**config.mk**
```make
export PLATFORM = sky130hd
export DESIGN_NAME = wrc_watchdog_reset
export DESIGN_NICKNAME = d
export VERILOG_FILES = /design/src/wrc_pkg.sv /design/src/wrc_watchdog_reset.sv
export SDC_FILE = /design/constraint.sdc
export NUM_CORES = 1
export LEC_CHECK = 0
export ABC_AREA = 1
export BUFFER_PORTS_ARGS = -buffer_cell sky130_fd_sc_hd__buf_4
export CAP_MARGIN = 40
export CORE_UTILIZATION = 38
export CTS_BUF_LIST = sky130_fd_sc_hd__clkbuf_16
export CTS_CLUSTER_SIZE = 20
export DETAILED_ROUTE_END_ITERATION = 6
export GPL_ROUTABILITY_DRIVEN = 0
export PLACE_DENSITY_LB_ADDON = 0.3
export SLEW_MARGIN = 20
export SYNTH_ARGS = -nofsm -noshare
export SYNTH_HDL_FRONTEND = slang
export SYNTH_SLANG_ARGS = --single-unit
export TNS_END_PERCENT = 5
```
**constraint.sdc**
```tcl
create_clock -name mclk -period 2.4 [get_ports mclk]
set_clock_uncertainty 0.05 [all_clocks]
set_input_delay 0 -clock mclk [delete_from_list [all_inputs] [get_ports mclk]]
set_output_delay 0 -clock mclk [all_outputs]
set_load 0.05 [all_outputs]
```
**src/wrc_pkg.sv**
```systemverilog
// watchdog and reset control: constants, types and register map
package wrc_pkg;

  // ************************************************************
  // register map (byte addresses, one word each)
  // ************************************************************
  localparam logic [7:0] WRC_OFS_WDT_CTRL = 8'h00;
  localparam logic [7:0] WRC_OFS_CAUSE = 8'h04;
  localparam logic [7:0] WRC_OFS_LV_CTRL = 8'h08;
  localparam logic [7:0] WRC_OFS_BANDGAP = 8'h0c;
  localparam logic [7:0] WRC_OFS_STATUS = 8'h10;

  // ************************************************************
  // field positions and codes
  // ************************************************************
  localparam int WRC_KEY_LSB = 3;
  localparam int WRC_BG_BIT = 3;
  localparam int WRC_WRF_BIT = 0;
  localparam int WRC_LRF_BIT = 1;
  localparam int WRC_LOW_SUPPLY_RESET_FLAG_BIT = 2;
  localparam logic [4:0] WRC_KEY_ENABLE = 5'h0a;
  localparam logic [4:0] WRC_KEY_DISABLE = 5'h15;
  localparam logic [7:0] WRC_LV_ENABLE = 8'h5a;
  localparam logic [7:0] WRC_LV_DISABLE = 8'ha5;
  localparam int WRC_MIN_DIV_LOG2 = 8;

  // ************************************************************
  // reset values
  // ************************************************************
  localparam logic [7:0] WRC_WDT_CTRL_RST = 8'h53;
  localparam logic [7:0] WRC_LV_CTRL_RST = 8'h5a;

  // ************************************************************
  // counts of slow oscillator periods
  // ************************************************************
  localparam logic [7:0] WRC_SOFT_RESET_TICKS = 8'h04;
  localparam logic [7:0] WRC_LV_QUALIFY_TICKS = 8'h04;

  typedef enum logic [1:0] {
    WRC_RUN = 2'h0,
    WRC_HALTED = 2'h1,
    WRC_RSTOUT = 2'h3
  } wrc_pwr_e;

  typedef struct packed {
    logic [7:0] paddr;
    logic psel;
    logic penable;
    logic pwrite;
    logic [31:0] pwdata;
  } wrc_apb_req_s;

  typedef struct packed {
    logic [31:0] prdata;
    logic pready;
    logic pslverr;
  } wrc_apb_rsp_s;

  typedef struct packed {
    logic [7:0] wdtCtrl;
    logic [2:0] cause;
    logic [7:0] lvCtrl;
    logic bgEn;
    logic toFlag;
    logic pdFlag;
    logic [14:0] wdtCnt;
    logic [7:0] softCntW;
    logic [7:0] softCntL;
    logic [7:0] lvQualCnt;
    logic [2:0] oscSync;
    logic [2:0] lowSync;
    logic oscStable;
    logic lowStable;
    wrc_pwr_e pwr;
    logic devReset;
    logic wakeClear;
    logic porInit;
    logic lvActive;
    logic bgPower;
    logic haltQ;
    wrc_apb_rsp_s rsp;
  } wrc_state_s;

  localparam wrc_state_s WRC_STATE_RST = '{
    wdtCtrl: WRC_WDT_CTRL_RST, cause: 3'h0, lvCtrl: WRC_LV_CTRL_RST, bgEn: 1'b0,
    toFlag: 1'b0, pdFlag: 1'b0, wdtCnt: 15'h0000, softCntW: 8'h00, softCntL: 8'h00,
    lvQualCnt: 8'h00, oscSync: 3'h0, lowSync: 3'h0, oscStable: 1'b0, lowStable: 1'b0,
    pwr: WRC_RUN, devReset: 1'b0, wakeClear: 1'b0, porInit: 1'b1, lvActive: 1'b1,
    bgPower: 1'b1, haltQ: 1'b0, rsp: '{prdata: 32'h0000_0000, pready: 1'b0, pslverr: 1'b0}
  };

endpackage

```
**src/wrc_watchdog_reset.sv**
```systemverilog
// watchdog timer, supply monitor control and reset-cause flags behind apb
//
// Added by the designer: the address map and the APB register port.
`timescale 1ns/1ps

// What this block does
// watchdog counts slow oscillator ticks, timeout 2^8 to 2^15 ticks
// key 01010 enables watchdog, 10101 disables it
// any other key resets device after delay and sets watchdog key flag
// watchdog control reads 0x53 after power-on, watchdog enabled
// select 000 gives 2^8, each step doubles, 111 gives 2^15
// overflow while running resets device and sets timeout flag
// overflow while halted sets timeout flag, clears only pc and sp
// count cleared by bad key, clear instruction or halt
// watchdog key flag set by hardware, cleared only by software zero
// low supply resets and flags only if it outlasts qualify time
// supply key 0x5a enables low supply reset, 0xa5 disables it
// other supply key resets after delay, sets flag, restores 0x5a
// genuine low supply reset keeps supply control register contents
// low supply detection off while halted
// supply control register holds 0x5a after power-on
// bandgap enable bit 3 resets 0; bandgap on if bit or monitor
// low supply flag set by real low supply, cleared by software only
// supply key flag set by bad supply key, cleared by software only
// cause bits 7..3 read zero; key flags zero at power-on
// power-on reset clears pc and sets port data and direction high
// halted overflow leaves timeout and power-down high; low supply keeps them
// halt sets power-down, clears timeout and count; count runs if enabled
// soft reset delay and qualify time count slow oscillator ticks
module wrc_watchdog_reset (
  input wire logic mclk,
  input wire logic rst_b,
  input wire wrc_pkg::wrc_apb_req_s apbReq,
  output wrc_pkg::wrc_apb_rsp_s apbRsp,
  input wire logic slowOscClock,
  input wire logic lowSupplyIn,
  input wire logic clearWatchdogInstr,
  input wire logic haltInstr,
  input wire logic wakeEvent,
  output logic deviceReset,
  output logic pcSpClear,
  output logic powerOnInit,
  output logic timeoutFlag,
  output logic powerDownFlag,
  output logic lowSupplyEnable,
  output logic bandgapPower,
  output logic halted
);

  // ************************************************************
  // helpers
  // ************************************************************
  localparam int WRC_MIN_DIV_LOG2_W = wrc_pkg::WRC_MIN_DIV_LOG2;

  // terminal count of the watchdog for a timeout select code
  function automatic logic [14:0] wrcLimit(input logic [2:0] sel);
    logic [15:0] full;
    full = 16'h0001 << (WRC_MIN_DIV_LOG2_W + {13'h0000, sel});
    wrcLimit = 15'(full - 16'h0001);
  endfunction

  // read mux of the register file
  function automatic logic [32:0] wrcRead(input logic [7:0] adr, input wrc_pkg::wrc_state_s s);
    logic [32:0] r;
    r = {1'b0, 32'h0000_0000};
    case (adr)
      wrc_pkg::WRC_OFS_WDT_CTRL: r[7:0] = s.wdtCtrl;
      // upper cause bits read zero
      wrc_pkg::WRC_OFS_CAUSE: r[2:0] = s.cause;
      wrc_pkg::WRC_OFS_LV_CTRL: r[7:0] = s.lvCtrl;
      wrc_pkg::WRC_OFS_BANDGAP: r[wrc_pkg::WRC_BG_BIT] = s.bgEn;
      wrc_pkg::WRC_OFS_STATUS: r[1:0] = {s.pdFlag, s.toFlag};
      default: r[32] = 1'b1;
    endcase
    wrcRead = r;
  endfunction

  // key field holding neither the enable nor the disable code
  function automatic logic wrcKeyBad(input logic [4:0] k);
    wrcKeyBad = (k != wrc_pkg::WRC_KEY_ENABLE) && (k != wrc_pkg::WRC_KEY_DISABLE);
  endfunction

  // filtered level: follows the last stage once the last two agree
  function automatic logic wrcFilt(input logic [2:0] s, input logic prev);
    wrcFilt = (s[1] == s[2]) ? s[2] : prev;
  endfunction

  wrc_pkg::wrc_state_s st_ff;
  wrc_pkg::wrc_state_s nxt_st;

  logic [4:0] key;
  logic wdtOn;
  logic lvOn;
  logic isHalted;
  logic tick;
  logic lowNow;
  logic access;
  logic wrEn;
  logic keyBad;
  logic lvBad;
  logic wdtOverflow;
  logic softFireW;
  logic softFireL;
  logic lvFire;
  logic anyFullReset;
  logic [32:0] rd;

  // ************************************************************
  // next state
  // ************************************************************
  always_comb begin
    nxt_st = st_ff;
    // ************************************************************
    // key decode
    // ************************************************************
    key = st_ff.wdtCtrl[7:wrc_pkg::WRC_KEY_LSB];
    isHalted = (st_ff.pwr == wrc_pkg::WRC_HALTED);
    // key decode
    wdtOn = (key == wrc_pkg::WRC_KEY_ENABLE);
    keyBad = wrcKeyBad(key);
    // supply key decode
    lvOn = (st_ff.lvCtrl == wrc_pkg::WRC_LV_ENABLE);
    lvBad = !lvOn && (st_ff.lvCtrl != wrc_pkg::WRC_LV_DISABLE);

    // ************************************************************
    // input synchronisers
    // ************************************************************
    // three-stage synchronisers; change counts once stages 2 and 3 agree
    nxt_st.oscSync = {st_ff.oscSync[1:0], slowOscClock};
    nxt_st.lowSync = {st_ff.lowSync[1:0], lowSupplyIn};
    nxt_st.oscStable = wrcFilt(st_ff.oscSync, st_ff.oscStable);
    nxt_st.lowStable = wrcFilt(st_ff.lowSync, st_ff.lowStable);
    // one tick per rising edge of the slow clock
    tick = (st_ff.oscSync[1] == st_ff.oscSync[2]) && st_ff.oscSync[2] && !st_ff.oscStable;
    lowNow = st_ff.lowStable;

    // ************************************************************
    // watchdog counter
    // ************************************************************
    // limit follows timeout select
    wdtOverflow = wdtOn && tick && (st_ff.wdtCnt == wrcLimit(st_ff.wdtCtrl[2:0]));
    // count only enabled ticks
    if (wdtOn && tick) begin
      nxt_st.wdtCnt = 15'(st_ff.wdtCnt + 15'h0001);
    end
    if (wdtOverflow) begin
      nxt_st.wdtCnt = 15'h0000;
    end

    // ************************************************************
    // keyed soft resets
    // ************************************************************
    // bad key arms reset
    // delay counted in slow ticks
    softFireW = 1'b0;
    if (!keyBad) begin
      nxt_st.softCntW = 8'h00;
    end else if (tick) begin
      if (st_ff.softCntW == 8'(wrc_pkg::WRC_SOFT_RESET_TICKS - 8'h01)) begin
        softFireW = 1'b1;
        nxt_st.softCntW = 8'h00;
      end else begin
        nxt_st.softCntW = 8'(st_ff.softCntW + 8'h01);
      end
    end

    // ************************************************************
    // supply key delay
    // ************************************************************
    // bad supply key arms reset
    softFireL = 1'b0;
    if (!lvBad) begin
      nxt_st.softCntL = 8'h00;
    end else if (tick) begin
      if (st_ff.softCntL == 8'(wrc_pkg::WRC_SOFT_RESET_TICKS - 8'h01)) begin
        softFireL = 1'b1;
        nxt_st.softCntL = 8'h00;
      end else begin
        nxt_st.softCntL = 8'(st_ff.softCntL + 8'h01);
      end
    end

    // ************************************************************
    // monitor arming and bandgap
    // ************************************************************
    // monitor off while halted
    nxt_st.lvActive = lvOn && !isHalted;
    // bandgap on for bit or monitor
    nxt_st.bgPower = st_ff.bgEn | lvOn;

    // ************************************************************
    // low supply qualification
    // ************************************************************
    // dip must outlast qualify time
    lvFire = 1'b0;
    if (!(lvOn && !isHalted && lowNow)) begin
      nxt_st.lvQualCnt = 8'h00;
    end else if (tick) begin
      if (st_ff.lvQualCnt == wrc_pkg::WRC_LV_QUALIFY_TICKS) begin
        lvFire = 1'b1;
        nxt_st.lvQualCnt = 8'h00;
      end else begin
        nxt_st.lvQualCnt = 8'(st_ff.lvQualCnt + 8'h01);
      end
    end

    // ************************************************************
    // apb slave, one wait state
    // ************************************************************
    access = apbReq.psel && apbReq.penable && st_ff.rsp.pready;
    wrEn = access && apbReq.pwrite;
    rd = wrcRead(apbReq.paddr, st_ff);
    nxt_st.rsp.pready = apbReq.psel && apbReq.penable && !st_ff.rsp.pready;
    nxt_st.rsp.pslverr = 1'b0;
    if (apbReq.psel && apbReq.penable && !st_ff.rsp.pready) begin
      nxt_st.rsp.prdata = apbReq.pwrite ? 32'h0000_0000 : rd[31:0];
      nxt_st.rsp.pslverr = rd[32];
    end

    // ************************************************************
    // register writes
    // ************************************************************
    if (wrEn) begin
      case (apbReq.paddr)
        wrc_pkg::WRC_OFS_WDT_CTRL: nxt_st.wdtCtrl = apbReq.pwdata[7:0];
        wrc_pkg::WRC_OFS_CAUSE: nxt_st.cause = apbReq.pwdata[2:0];
        wrc_pkg::WRC_OFS_LV_CTRL: nxt_st.lvCtrl = apbReq.pwdata[7:0];
        wrc_pkg::WRC_OFS_BANDGAP: nxt_st.bgEn = apbReq.pwdata[wrc_pkg::WRC_BG_BIT];
        default: nxt_st.bgEn = nxt_st.bgEn;
      endcase
    end
    // bad key written clears the count
    if (wrEn && (apbReq.paddr == wrc_pkg::WRC_OFS_WDT_CTRL)
        && wrcKeyBad(apbReq.pwdata[7:3])) begin
      nxt_st.wdtCnt = 15'h0000;
    end

    // ************************************************************
    // instructions and power state
    // ************************************************************
    // clear instruction
    if (clearWatchdogInstr && st_ff.pwr == wrc_pkg::WRC_RUN) begin
      nxt_st.wdtCnt = 15'h0000;
      nxt_st.pdFlag = 1'b0;
      nxt_st.toFlag = 1'b0;
    end

    // ************************************************************
    // power state machine
    // ************************************************************
    nxt_st.devReset = 1'b0;
    nxt_st.wakeClear = 1'b0;
    nxt_st.porInit = 1'b0;
    anyFullReset = softFireW || softFireL || lvFire || (wdtOverflow && !isHalted);
    case (st_ff.pwr)
      wrc_pkg::WRC_RUN: begin
        // halt entry
        if (haltInstr && !anyFullReset) begin
          nxt_st.pwr = wrc_pkg::WRC_HALTED;
          nxt_st.pdFlag = 1'b1;
          nxt_st.toFlag = 1'b0;
          nxt_st.wdtCnt = 15'h0000;
        end
      end
      wrc_pkg::WRC_HALTED: begin
        // halted overflow wakes, clears pc and sp only
        if (wdtOverflow) begin
          nxt_st.pwr = wrc_pkg::WRC_RUN;
          nxt_st.wakeClear = 1'b1;
          // timeout and power-down both high
          nxt_st.toFlag = 1'b1;
          nxt_st.pdFlag = 1'b1;
        end else if (wakeEvent) begin
          nxt_st.pwr = wrc_pkg::WRC_RUN;
        end
      end
      wrc_pkg::WRC_RSTOUT: begin
        nxt_st.pwr = wrc_pkg::WRC_RUN;
      end
      default: begin
        nxt_st.pwr = wrc_pkg::WRC_RUN;
      end
    endcase

    // ************************************************************
    // full device resets
    // ************************************************************
    if (anyFullReset) begin
      nxt_st.pwr = wrc_pkg::WRC_RSTOUT;
      nxt_st.devReset = 1'b1;
      nxt_st.wakeClear = 1'b1;
      nxt_st.wdtCnt = 15'h0000;
      nxt_st.softCntW = 8'h00;
      nxt_st.softCntL = 8'h00;
      nxt_st.lvQualCnt = 8'h00;
      // control back to 0x53
      nxt_st.wdtCtrl = wrc_pkg::WRC_WDT_CTRL_RST;
      nxt_st.bgEn = 1'b0;
      // bad supply key restores 0x5a
      if (!lvFire || softFireL) begin
        nxt_st.lvCtrl = wrc_pkg::WRC_LV_CTRL_RST;
      end
      // genuine low supply keeps supply control
      if (lvFire && !softFireL) begin
        nxt_st.lvCtrl = st_ff.lvCtrl;
      end
    end

    // ************************************************************
    // status flags after a reset
    // ************************************************************
    // running overflow sets timeout, keeps power-down
    if (wdtOverflow && !isHalted) begin
      nxt_st.toFlag = 1'b1;
    end
    // low supply alone leaves both flags as they were
    if (lvFire && !wdtOverflow) begin
      nxt_st.toFlag = st_ff.toFlag;
      nxt_st.pdFlag = st_ff.pdFlag;
    end

    // ************************************************************
    // reset-cause flags
    // ************************************************************
    // set wins over a software clear in the same cycle
    // watchdog key flag set
    if (softFireW) begin
      nxt_st.cause[wrc_pkg::WRC_WRF_BIT] = 1'b1;
    end
    // supply key flag set
    if (softFireL) begin
      nxt_st.cause[wrc_pkg::WRC_LRF_BIT] = 1'b1;
    end
    // low supply flag set
    if (lvFire) begin
      nxt_st.cause[wrc_pkg::WRC_LOW_SUPPLY_RESET_FLAG_BIT] = 1'b1;
    end

    // ************************************************************
    // registered status
    // ************************************************************
    nxt_st.haltQ = (nxt_st.pwr == wrc_pkg::WRC_HALTED);
  end

  // ************************************************************
  // state register
  // ************************************************************
  always_ff @(posedge mclk) begin
    // power-on values
    if (!rst_b) begin
      st_ff <= wrc_pkg::WRC_STATE_RST;
    end else begin
      st_ff <= nxt_st;
    end
  end

  // ************************************************************
  // outputs
  // ************************************************************
  assign apbRsp = st_ff.rsp;
  assign deviceReset = st_ff.devReset;
  assign pcSpClear = st_ff.wakeClear;
  // power-on init pulse to core and ports
  assign powerOnInit = st_ff.porInit;

  // ************************************************************
  // status outputs
  // ************************************************************
  assign timeoutFlag = st_ff.toFlag;
  assign powerDownFlag = st_ff.pdFlag;
  assign lowSupplyEnable = st_ff.lvActive;
  assign bandgapPower = st_ff.bgPower;
  assign halted = st_ff.haltQ;

endmodule

```
==> summary by stage, run 1 <==
Finish
The repair_antennas step left the layout with diodes totalling 0. The layout overhead on the synthesized area is 17.4%. The proportion of layout cells with a drive suffix above 1 is 16.9%. At the end of the flow, the number of nets in the layout was 749. At the end of the flow the core is filled with cells to 45.9%.

Clocking
The clock latency reported for the late side of the worst-skew pair is around 0.34 ns. The number of buffers between clock root and the deepest sink is 2. The count of buffers added by post-CTS timing repair for setup is 0. The number of clock buffers added by TritonCTS is 9. The H-tree generated during clock tree synthesis spans 3 levels.

The CTS sink count is 87. The tree is rooted in a sky130_fd_sc_hd__clkbuf_16. After clock tree synthesis, the clock-pin slew on the worst setup and hold paths is 0.06 ns. TritonCTS built the clock tree. The number of gates resized after CTS was 0.

Timing
The final number of hold-violating endpoints came to 0. The final critical-path setup slack is 0.292 ns. Setup violations remaining at the end of the flow were counted as 0. The max-slew violation count came to 0. The setup TNS is 0 ns.

The routed design could run at a clock period as short as 2.11 ns. The final worst-path cycle share is 87.8%. The final worst hold slack is ~0.073 ns.

In this run the tightest slew margin relative to its limit is 58.9%. The worst-margin pin slew is 0.611 ns. The achievable frequency is 0.474 GHz. Setup repair after global routing left no endpoint under its margin.

Synth
The sequential area share after synthesis is 37.1%. The number of instances in the synthesized netlist is 637. The largest area contributor in the netlist is sky130_fd_sc_hd__dfxtp_1. The number of library cell types mapped by synthesis is 48. By area the synthesized netlist is led by sky130_fd_sc_hd__dfxtp_1, sky130_fd_sc_hd__nand2_1, sky130_fd_sc_hd__nor2_1. By count the netlist is led by sky130_fd_sc_hd__nand2_1, sky130_fd_sc_hd__dfxtp_1, sky130_fd_sc_hd__nor2_1. The fraction of registers with async set/reset is 0%. The total of warnings raised by yosys is 0. The cell with the most instances after synthesis is sky130_fd_sc_hd__nand2_1.

Summed over its instances, the top area cell type makes up 37.1% of the synthesized netlist area. The number of flops mapped to enable cells by yosys is 0. The dominant synthesized flop cell is sky130_fd_sc_hd__dfxtp_1. In this run the cell area of the synthesized design comes to 0.00469 mm^2. Dividing the synthesized area by the synthesized cell count gives 7.36 um^2. The synthesized design contains 87 register bits.

Route
In the routed design, unresolved DRC markers number 0. The overall via count from detail_route is 4021. The number of nets with antenna violations after detailed routing is 0. The routed wire length per instance is 12.2 um. Dividing the detail-routed via count by the number of cells gives around 4.8. The wire length reported by the detailed router is 10300 um.

The first-pass iteration count of the detailed router is 6. The first routing iteration left 168 violations.

Worst setup path
Tracing the worst setup path back leads to its startpoint at st_ff[49]. For this design, the slowest cell found on the critical path is sky130_fd_sc_hd__dfxtp_1. Counting cells, the worst reg-to-reg path comes to 14. In this run the worst setup path terminates at st_ff[85].

The worst setup path is of the reg -> reg kind. The endpoint class of the critical path is a register. Along the worst path, the maximum fanout reaches 8. The arrival time of the worst setup path is 2.29 ns.

For this run, the slowest stage of the critical path takes 0.31 ns. In this run the critical register-to-register path is captured at st_ff[85]. The signal on the critical path passes through ha_1 > nand2_4 > inv_2 > nand2_1 > nor2_1 > nand3_1 > nand2_1 > nor2_4 > nand2_2 > inv_4 > nand3_4 > nand2_4 > buf_4 > nor2_4. The setup slack of the most critical reg-to-reg path is 0.29 ns. The kind of start point of the critical path is a register. The startpoint identified for the worst register-to-register timing path is st_ff[49]. For the worst setup path, the data required time is 2.58 ns.

Die
The die is 113 um tall. After floorplanning, the core was sized to cover around 0.012 mm^2. The top-level port count is ~90. The width of the die is 113 um. The floorplan has 40 rows.

The initial utilization of the core area, before any placement, comes to about two fifths. The overall die area is between 0.01 and 0.015 mm^2.

GRT
The initial antenna violation count is 0. Global routing consumed, over all layers together, 17.2% of the routing resources. The total overflow left after global routing is 0.

The number of global-route vias before repair is 3865. Entering global routing, the biggest net connects 27 pins. The wire length of the first global-routing pass is 17500 um.

Placed design
The estimated wirelength of the detail-placed design is 7680 um. Before CTS, the worst setup slack after placement is 0.294 ns. Buffers placed on the I/O ports in this run total 43.

Worst hold path
The worst hold path belongs to the class in -> reg.

Run status
The flow ran to the end, and the final reports show no timing, DRC or antenna violations.

Job
The number of violations of the max-capacitance limit is 0.

Power and ir drop
For this design the static power due to leakage is 2.32 nW. The power per cell area is 586 mW/mm^2. The worst-case vdd ir drop is 0.000412 V.
==> per-stage QoR <==
stage	cell area (um^2)	cells	power, W
2_1_floorplan	4780	660	0.00170
3_3_place_gp	5030	814	0.00174
3_5_place_dp	5030	814	0.00174
4_1_cts	5510	845	0.00327
5_1_grt	5510	845	0.00334
6_report	5510	845	0.00323
==> worst min-delay path by stage <==
stage,startpoint,end,slack [ns],cells past startpoint
floorplan,lowSupplyIn,nxt_st[45],0.05,2
global placement,slowOscClock,nxt_st[48],0.13,3
detailed placement,lowSupplyIn,nxt_st[45],0.14,3
CTS,apbReq[35],st_ff[91],0.05,6
global route,clearWatchdogInstr,powerDownFlag,0.09,6
finish,clearWatchdogInstr,powerDownFlag,0.07,6
==> power breakdown <==
part / total (W) / switching [W] / internal [W]
combinational: 0.000266 / 0.000189 / 0.0000770
sequential: 0.00146 / 0.00000646 / 0.00146
clock: 0.00150 / 0.000589 / 0.000913
total: 0.00323 / 0.000784 / 0.00245
==> registers in the layout (all words and copies together) (netlist names) <==
register         flops
pcSpClear            1
powerDownFlag        1
lowSupplyEnable      1
lowNow               1
halted               1
deviceReset          1
apbRsp              10
timeoutFlag          1
powerOnInit          1
nxt_st               4
key                  5
bandgapPower         1
st_ff               59
==> area by class of cell <==
| cell class | count | area, um^2 |
|---|---|---|
| sequential | 87 | 1740 |
| clock buffer | 9 | 225 |
| clock inverter | 7 | 97.6 |
| inverter | 75 | 287 |
| fill | 1198 | 6500 |
| tap | 147 | 184 |
| multi-input combinational | 454 | 2430 |
| timing repair buffer | 66 | 546 |
==> cell families after synthesis <==
kind of cell / synth area share (%)
flops: 37.1
other cells: 0.0800
compound gates: 7.39
fa+ha+maj: 1.60
xor+xnor: 4.48
buf+inv: 12.9
simple gates: 36.4
==> repair_timing <==
| action | CTS | global route |
|---|---|---|
| endpoints found under the setup margin | 0 | 0 |
| hold endpoints to repair | 32 | 0 |
| hold buffers | 15 | 0 |
==> critical path: cells and delay by family, from the launching register on <==
kind                     cells  cell delay (ns)
flip-flops                   1             0.31
AND/OR/NAND/NOR             10             0.98
adder cells (fa/ha/maj)      1             0.22
buffers and inverters        3             0.41
==> layout by cell type (no fill, tap or decap), types with 14 or more instances in the layout <==
master / instances
sky130_fd_sc_hd__nor2_4: 14
sky130_fd_sc_hd__dfxtp_1: 87
sky130_fd_sc_hd__buf_4: 50
sky130_fd_sc_hd__nand4_1: 14
sky130_fd_sc_hd__a21oi_1: 30
sky130_fd_sc_hd__conb_1: 24
sky130_fd_sc_hd__nor2_1: 73
sky130_fd_sc_hd__dlygate4sd3_1: 15
sky130_fd_sc_hd__xor2_1: 18
sky130_fd_sc_hd__inv_1: 67
sky130_fd_sc_hd__nand3_1: 27
sky130_fd_sc_hd__nand2_1: 162
==> layer usage <==
| layer | up-vias | global-route usage [%] | share of wire (%) |
|---|---|---|---|
| li1 | 2082 | - | - |
| met1 | 1854 | 20.6 | 45 |
| met2 | 70 | 29.5 | 49 |
| met3 | 15 | 4.77 | 3.7 |
| met4 | 0 | 5.96 | 1.6 |
| met5 | - | 0 | 0 |
Power figures use the tool's default switching activity.
==> run 2: changes to the inputs <==
--- a/config.mk
+++ b/config.mk
@@ -5,7 +5,7 @@
 export SDC_FILE = /design/constraint.sdc
 export NUM_CORES = 1
 export LEC_CHECK = 0
-export ABC_AREA = 1
+export ABC_AREA = 0
 export BUFFER_PORTS_ARGS = -buffer_cell sky130_fd_sc_hd__buf_4
 export CAP_MARGIN = 40
 export CORE_UTILIZATION = 38
==> summary by stage, run 2 <==
GRT
The pin count of the biggest net entering global routing is 26 (-3.7%). The initial antenna violation count came to 0 (unchanged). The number of global-route vias before repair is 3661 (-5.3%). The overall global routing resource usage was 18.7% (+1.5 points). The wire length of the first global-routing pass is 17400 um (-0.55%). The aggregate global routing overflow is 0 (unchanged).

Clocking
The CTS sink count is 87 (unchanged). The number of levels in the clock H-tree is 3 (unchanged). The root buffer cell is sky130_fd_sc_hd__clkbuf_16.

The number of buffers created by CTS is 9 (unchanged). The number of buffers between clock root and the deepest sink was 2 (unchanged). The clock transition at the registers of the reported paths came to 0.06 ns (about the same). The clock latency reported for the late side of the worst-skew pair is 0.34 ns (about the same). TritonCTS built the clock tree.

Synth
Counting instances in the post-synthesis netlist gives the leading cell types as sky130_fd_sc_hd__dfxtp_1, sky130_fd_sc_hd__nor2_1, sky130_fd_sc_hd__nand2_1. The synthesis-stage register bit count is 87 (unchanged). The average cell area after synthesis is 8.57 um^2 (+16%).

The number of library cell types mapped by synthesis is 57 (+19%). Ranked by total cell area, the synthesized netlist is headed by sky130_fd_sc_hd__dfxtp_1, sky130_fd_sc_hd__buf_4, sky130_fd_sc_hd__nor2_1. The number of instances in the synthesized netlist was 513 (-19%). The largest area contributor in the netlist is sky130_fd_sc_hd__dfxtp_1. The fraction of registers with async set/reset came to 0% (unchanged). The total of warnings raised by yosys is 0 (unchanged). The post-synthesis instance area is 0.00440 mm^2 (-6.2%). The number of flops mapped to enable cells by yosys is 0 (unchanged). The top-area cell type share of the netlist area is 39.6% (+2.5 points). For this run, the leading register cell type out of synthesis is sky130_fd_sc_hd__dfxtp_1. The sequential area share after synthesis was 39.6% (+2.5 points).

Yosys instantiated no cell more often than sky130_fd_sc_hd__dfxtp_1.

Timing
The final period demand of the worst path is 2.35 ns (+0.245 ns). The final worst-path cycle share is 98.0% (+10 points). The final number of hold-violating endpoints is 0 (unchanged). The achievable frequency is 0.425 GHz (-10%).

The max-slew violation count is 0 (unchanged). The final worst hold slack is 0.0460 ns (-0.0265 ns). Setup repair after global routing could not meet its margin everywhere. The final-report setup violation count is 0 (unchanged).

Worst setup path
The cell depth of the worst flop-to-flop path is 7 (-7). The slowest stage cell on the critical path is sky130_fd_sc_hd__or4b_4. The kind of start point of the critical path is a register. The endpoint of the most critical register-to-register path is st_ff[50]. Tracing the worst setup path back leads to its startpoint at key[4]. Walking the worst path, the cells encountered are or4b_4 > or4_4 > a211oi_4 > o211ai_4 > nand4_1 > buf_6 > nor2_1.

The setup slack of the most critical reg-to-reg path is 0.05 ns (-0.24 ns). The required time of the critical path is 2.58 ns (about the same). The arrival time of the worst setup path is 2.53 ns (+0.24 ns).

The stage delay of the slowest cell on the critical path is 0.55 ns (+0.24 ns). In this run the worst setup path terminates at st_ff[50]. The maximum fanout along the worst path is 8 (unchanged). The worst register-to-register path begins at key[4].

STA classifies the critical path endpoint as a register. The worst setup path is of the reg -> reg kind.

Worst hold path
The path type of the worst min-delay path is in -> reg. The hold path depth is 4 (-2).

Finish
The final-stage net count is 663 (-11%). The layout overhead on the synthesized area is 27.3%. The proportion of layout cells with a drive suffix above 1 is 20.8% (+3.8 points).

The number of standard cells in the layout, taps in and fillers out is 752 (-11%). The most frequent standard cell in the layout excluding fill and tap cells is sky130_fd_sc_hd__dfxtp_1. The number of flip-flops in the largest register is 59 (unchanged).

The largest register by flop count is st_ff. Leaving out fill and tap cells, the most frequent cells in the layout are sky130_fd_sc_hd__dfxtp_1, sky130_fd_sc_hd__buf_4, sky130_fd_sc_hd__nor2_1. The number of antenna repair diodes is 0 (unchanged).

Placed design
The estimated wirelength of the detail-placed design is 7790 um (+1.5%). The number of buffer cells added on primary ports is 43 (unchanged). The post-placement cell count came to 704 (-14%).

Power and ir drop
The switching power as a share of total power is 24.8% (+0.57 points). The relative contribution of sequential cells to total power is 49.1% (+3.8 points). The switching power is 0.000740 W (-5.6%). The total internal power was 0.00224 W (-8.5%). The power per cell area is 532 mW/mm^2 (-9.4%). The part of the total power dissipated in combinational logic is 9.8% (+1.6 points).

The leakage power was 2.25 nW (-2.9%). The portion of total power attributed to the clock network is 41.0% (-5.5 points). The worst-case vdd ir drop was 0.000374 V (-9.3%).

Die
The top-level port count was 92 (unchanged). The site row count is 38 (-5.0%). The overall die area is 0.0120 mm^2 (-6.1%).

The placeable core region came to 0.0111 mm^2 (-7.8%). The effective utilization at floorplan came to 39.7% (+0.66 points). The width of the die is 110 um (-3.1%).

The height of the chip is 110 um (-3.1%).

Route
The per-cell via count in the routed design is 5.28 (+11%). The overall via count from detail_route was 3969 (-1.3%). The number of nets with antenna violations after detailed routing is 0 (unchanged). The DRC violation count after routing is 0 (unchanged). The routed wire length per instance came to 14.4 um (+18%). The first-pass iteration count of the detailed router came to 4 (-2). The wire length reported by the detailed router is 10800 um (+5.2%). The initial DRC count was 228 (+36%).

Job
The number of violations of the max-capacitance limit is 0 (unchanged).

Run status
The flow ran to the end, and the final reports show no timing, DRC or antenna violations.
-- run 2: cell families (layout without fill, tap and decap cells) --
group           Yosys count  after routing  synth area share, %
compound gates           70             70                 10.8
simple gates            241            241                 29.0
mux                      16             16                 3.70
flops                    87             87                 39.6
buf+inv                  58            134                 8.34
xor+xnor                 34             34                 6.77
other cells               1             24               0.0853
fa+ha+maj                 6              6                 1.71
-- run 2: routing by layer --
metal	wire length [um]	share of wire [%]	global-route usage, %
met5	0	0	0
met3	573	5.3	4.33
met1	4890	45	23.8
met4	174	1.6	6.00
met2	5180	48	31.3
-- run 2: power by group through the flow --
stage / Sequential [W] / Clock, W / Combinational [W]
floorplan: 0.00151 / 0 / 0.000190
global placement: 0.00149 / 0 / 0.000254
detailed placement: 0.00149 / 0 / 0.000256
CTS: 0.00146 / 0.00126 / 0.000280
global route: 0.00146 / 0.00131 / 0.000312
finish: 0.00146 / 0.00122 / 0.000293
-- run 2: per-stage QoR --
stage	TNS [ns]	util, %	total power [W]	worst slack (ns)	instance area [um^2]
global placement	-1.04	44.7	0.00175	-0.0666	4950
detailed placement	-2.99	44.7	0.00175	-0.101	4950
finish	0	50.6	0.00298	0.0470	5600
floorplan	0	-	0.00170	0.00347	4480
CTS	-0.0331	49.4	0.00300	-0.0179	5470
global route	-0.322	50.6	0.00308	-0.0601	5600
-- run 2: repair_timing --
action	4_1_cts	5_1_grt
setup endpoints to repair	54	55
resized for setup	7	19
hold buffers	20	1
pin swaps	7	8
endpoints found under the hold margin	28	4
buffers inserted	4	6
-- run 2: area by class of cell --
cell class	count	area, um^2
fill	1068	5480
multi-input combinational	391	2460
sequential	87	1740
timing repair buffer	112	945
clock buffer	9	225
tap	140	175
clock inverter	7	32.5
inverter	6	22.5
-- run 2: worst min-delay path by stage --
stage,startpoint,to,slack (ns)
floorplan,lowSupplyIn,nxt_st[45],0.08
global placement,lowSupplyIn,nxt_st[45],0.16
detailed placement,lowSupplyIn,nxt_st[45],0.16
CTS,rst_b,st_ff[98],-0.09
global route,wakeEvent,halted,0.07
finish,apbReq[39],apbRsp[5],0.05
-- run 2: critical path, delay by kind of cell, from the launching register on --
family | cells | cell delay (ns)
buf+inv | 1 | 0.14
flops | 1 | 0.32
simple gates | 4 | 1.29
compound gates | 2 | 0.45
==> run 3: changes to the inputs <==
--- a/config.mk
+++ b/config.mk
@@ -6,12 +6,12 @@
 export NUM_CORES = 1
 export LEC_CHECK = 0
 export ABC_AREA = 0
-export BUFFER_PORTS_ARGS = -buffer_cell sky130_fd_sc_hd__buf_4
 export CAP_MARGIN = 40
 export CORE_UTILIZATION = 38
 export CTS_BUF_LIST = sky130_fd_sc_hd__clkbuf_16
 export CTS_CLUSTER_SIZE = 20
 export DETAILED_ROUTE_END_ITERATION = 6
+export DONT_BUFFER_PORTS = 1
 export GPL_ROUTABILITY_DRIVEN = 0
 export PLACE_DENSITY_LB_ADDON = 0.3
 export SLEW_MARGIN = 20
==> constraint.sdc (replaced) <==
create_clock -name mclk -period 2.4 [get_ports mclk]
set_clock_uncertainty 0.05 [all_clocks]
set_input_delay 0 -clock mclk [delete_from_list [all_inputs] [get_ports mclk]]
set_output_delay 0 -clock mclk [all_outputs]
set_load 0.1 [all_outputs]
==> summary by stage, run 3 (synthesis gave the netlist of run 2 again) <==
Run status
The flow ran to the end, but the final reports show violations. The final reports fail on negative hold slack, negative setup slack.

Clocking
The CTS tree is done. The number of levels in the clock H-tree is 3 (unchanged). The clock latency reported for the late side of the worst-skew pair is 0.34 ns (about the same).

The root buffer cell is sky130_fd_sc_hd__clkbuf_16. The clock transition at the registers of the reported paths is 0.06 ns (about the same). The CTS sink count is 87 (unchanged). The number of buffers created by CTS came to 9 (unchanged). The number of buffers between clock root and the deepest sink is 2 (unchanged).

Die
The site row count is 38 (unchanged). The width of the die was 110 um (unchanged). The top-level port count is 92 (unchanged). The placeable core region came to 0.0111 mm^2 (unchanged). The effective utilization at floorplan came to 39.7% (unchanged). The height of the chip came to 110 um (unchanged). The overall die area is 0.0120 mm^2 (unchanged).

Power and ir drop
The leakage power is 2.18 nW (-3.1%). The power per cell area is 566 mW/mm^2 (+6.6%). The worst-case vdd ir drop is 0.000381 V (+1.8%).

Timing
The worst-margin pin slew is between 0.6 and 0.7 ns. The final number of hold-violating endpoints was 45 (+45). The setup TNS is -0.236 ns (-0.236 ns).

Setup repair after global routing could not meet its margin everywhere. The final worst hold slack is -0.306 ns (-0.352 ns). The achievable frequency is 0.405 GHz (-4.7%).

The max-slew violation count came to 0 (unchanged). The final period demand of the worst path is 2.47 ns (+0.115 ns). The final worst-path cycle share is 103% (+4.8 points).

The final-report setup violation count came to 11 (+11). The final critical-path setup slack is -0.0685 ns (-0.115 ns). The worst slew margin relative to its limit is 59.3%.

Finish
The final-stage net count came to 647 (-2.4%). The storage element area is 0.00174 mm^2 (about the same). The proportion of layout cells with a drive suffix above 1 is 18.3% (-2.4 points). The number of antenna repair diodes came to 0 (unchanged).

The most frequent standard cell in the layout excluding fill and tap cells is sky130_fd_sc_hd__dfxtp_1. The number of inserted filler cells in the final layout is 1006 (-5.8%). More flip-flops sit in one register than any other, and that register is st_ff. The multi-input gate area in the final layout was 0.00250 mm^2 (+1.7%). The area growth from synthesis to layout is 27.8%.

The number of standard cells in the layout, taps in and fillers out is 735 (-2.3%). The library cells used most frequently in the layout, excluding fill and tap cells, are sky130_fd_sc_hd__dfxtp_1, sky130_fd_sc_hd__nor2_1, sky130_fd_sc_hd__buf_4. The number of flip-flops in the largest register came to 59 (unchanged).

The final cell utilization of the core is 50.7% (+0.17 points).

Worst setup path
Following the worst setup path forward leads to its endpoint at st_ff[103]. The endpoint class of the critical path is a register. The maximum fanout along the worst path is 7 (-1). The kind of start point of the critical path is a register.

The arrival time of the worst setup path came to 2.65 ns (+0.12 ns). The required time of the critical path was 2.58 ns (about the same). The class of the most critical setup path is reg -> reg. The cell depth of the worst flop-to-flop path is 8 (+1). In this run the critical register-to-register path is captured at st_ff[103]. The critical path starts at key[2]. The startpoint of the worst-slack reg-to-reg timing path is key[2]. The setup slack of the most critical reg-to-reg path is -0.07 ns (-0.12 ns).

Route
The routed wire length per instance is 15.4 um (+7.1%). The per-cell via count in the routed design came to 5.37 (+1.7%). The wire length reported by the detailed router is 11300 um (+4.6%). The DRC violation count after routing is 0 (unchanged). The overall via count from detail_route is 3944 (-0.63%). The number of nets with antenna violations after detailed routing is 0 (unchanged). The first-pass iteration count of the detailed router came to 4 (unchanged).

The initial DRC count is 228 (unchanged).

Placed design
The estimated wirelength of the detail-placed design is 7860 um (+0.94%). The post-placement cell count is 678 (-3.7%). The number of buffer cells added on primary ports was 0 (-100%).

GRT
The wire length of the first global-routing pass is 18000 um (+3.4%). The number of global-route vias before repair is 3743 (+2.2%). The overall global routing resource usage came to 19.7% (+0.97 points). The initial antenna violation count is 0 (unchanged).

The pin count of the biggest net entering global routing is 26 (unchanged). The aggregate global routing overflow is 0 (unchanged).

Job
The number of violations of the max-capacitance limit was 0 (unchanged).

Worst hold path
The min-delay analysis places its worst path in the category in -> reg.
[run 3: cell types whose count changed in the layout (fill, tap and decap cells not counted), sizes merged]
cell,previous run,this run
buf,91,65
bufinv,0,1
clkinv,4,3
dlygate4sd3,21,30
inv,8,7
nand3,20,21
[run 3: area by class of cell]
cell class,count,share of cell area (%)
multi-input combinational,392,44.5
sequential,87,31.0
timing repair buffer,95,16.0
clock buffer,9,4.01
tap,140,3.12
clock inverter,6,0.957
inverter,6,0.401
[run 3: power breakdown]
part / total [W] / switching (W) / internal [W]
Combinational: 0.000370 / 0.000283 / 0.0000875
Clock: 0.00135 / 0.000563 / 0.000788
Sequential: 0.00146 / 0.00000714 / 0.00146
[run 3: how the worst min path moves through the flow]
stage,cells after the start,to,from
2_1_floorplan,1,nxt_st[45],lowSupplyIn
3_3_place_gp,1,lowSupplyEnable,rst_b
3_5_place_dp,1,lowSupplyEnable,rst_b
4_1_cts,1,st_ff[98],rst_b
5_1_grt,1,st_ff[98],rst_b
6_report,1,st_ff[98],rst_b
[run 3: per-stage QoR]
| stage | hold WS, ns | worst slack, ns | area (um^2) | power, W |
|---|---|---|---|---|
| after global placement | 0.0187 | -0.0974 | 4670 | 0.00179 |
| after detailed placement | 0.0165 | -0.144 | 4780 | 0.00180 |
| after CTS | -0.312 | -0.0443 | 5470 | 0.00319 |
| final | -0.306 | -0.0685 | 5620 | 0.00318 |
| after global routing | -0.310 | -0.116 | 5620 | 0.00327 |
| after floorplan | 0.0773 | 0.00347 | 4480 | 0.00180 |
[run 3: worst max-delay path: stages (launching register included)]
cell,delay [ns]
sky130_fd_sc_hd__dfxtp_2,0.33
sky130_fd_sc_hd__or4b_4,0.55
sky130_fd_sc_hd__buf_6,0.14
sky130_fd_sc_hd__mux2_4,0.26
sky130_fd_sc_hd__nand4_1,0.19
sky130_fd_sc_hd__and3_4,0.28
sky130_fd_sc_hd__nand3_4,0.17
sky130_fd_sc_hd__buf_6,0.18
sky130_fd_sc_hd__a211o_1,0.21
[run 3: per-layer routing]
layer / wire, um / GRT usage, % / share of wire (%) / vias up
met5: 0 / 0 / 0 / -
met2: 5430 / 32.2 / 48 / 123
met4: 237 / 7.62 / 2.1 / 0
li1: - / - / - / 1932
met1: 5000 / 25.1 / 44 / 1872
met3: 655 / 4.62 / 5.8 / 17
[run 3: timing repair]
item                                    4_1_cts  5_1_grt
hold buffers                                 29        1
gates cloned                                  1        0
setup buffers                                 7        3
gates resized for setup                       9       29
pin swaps                                     6       19
hold endpoints to repair                     80       52
endpoints found under the setup margin       58       61
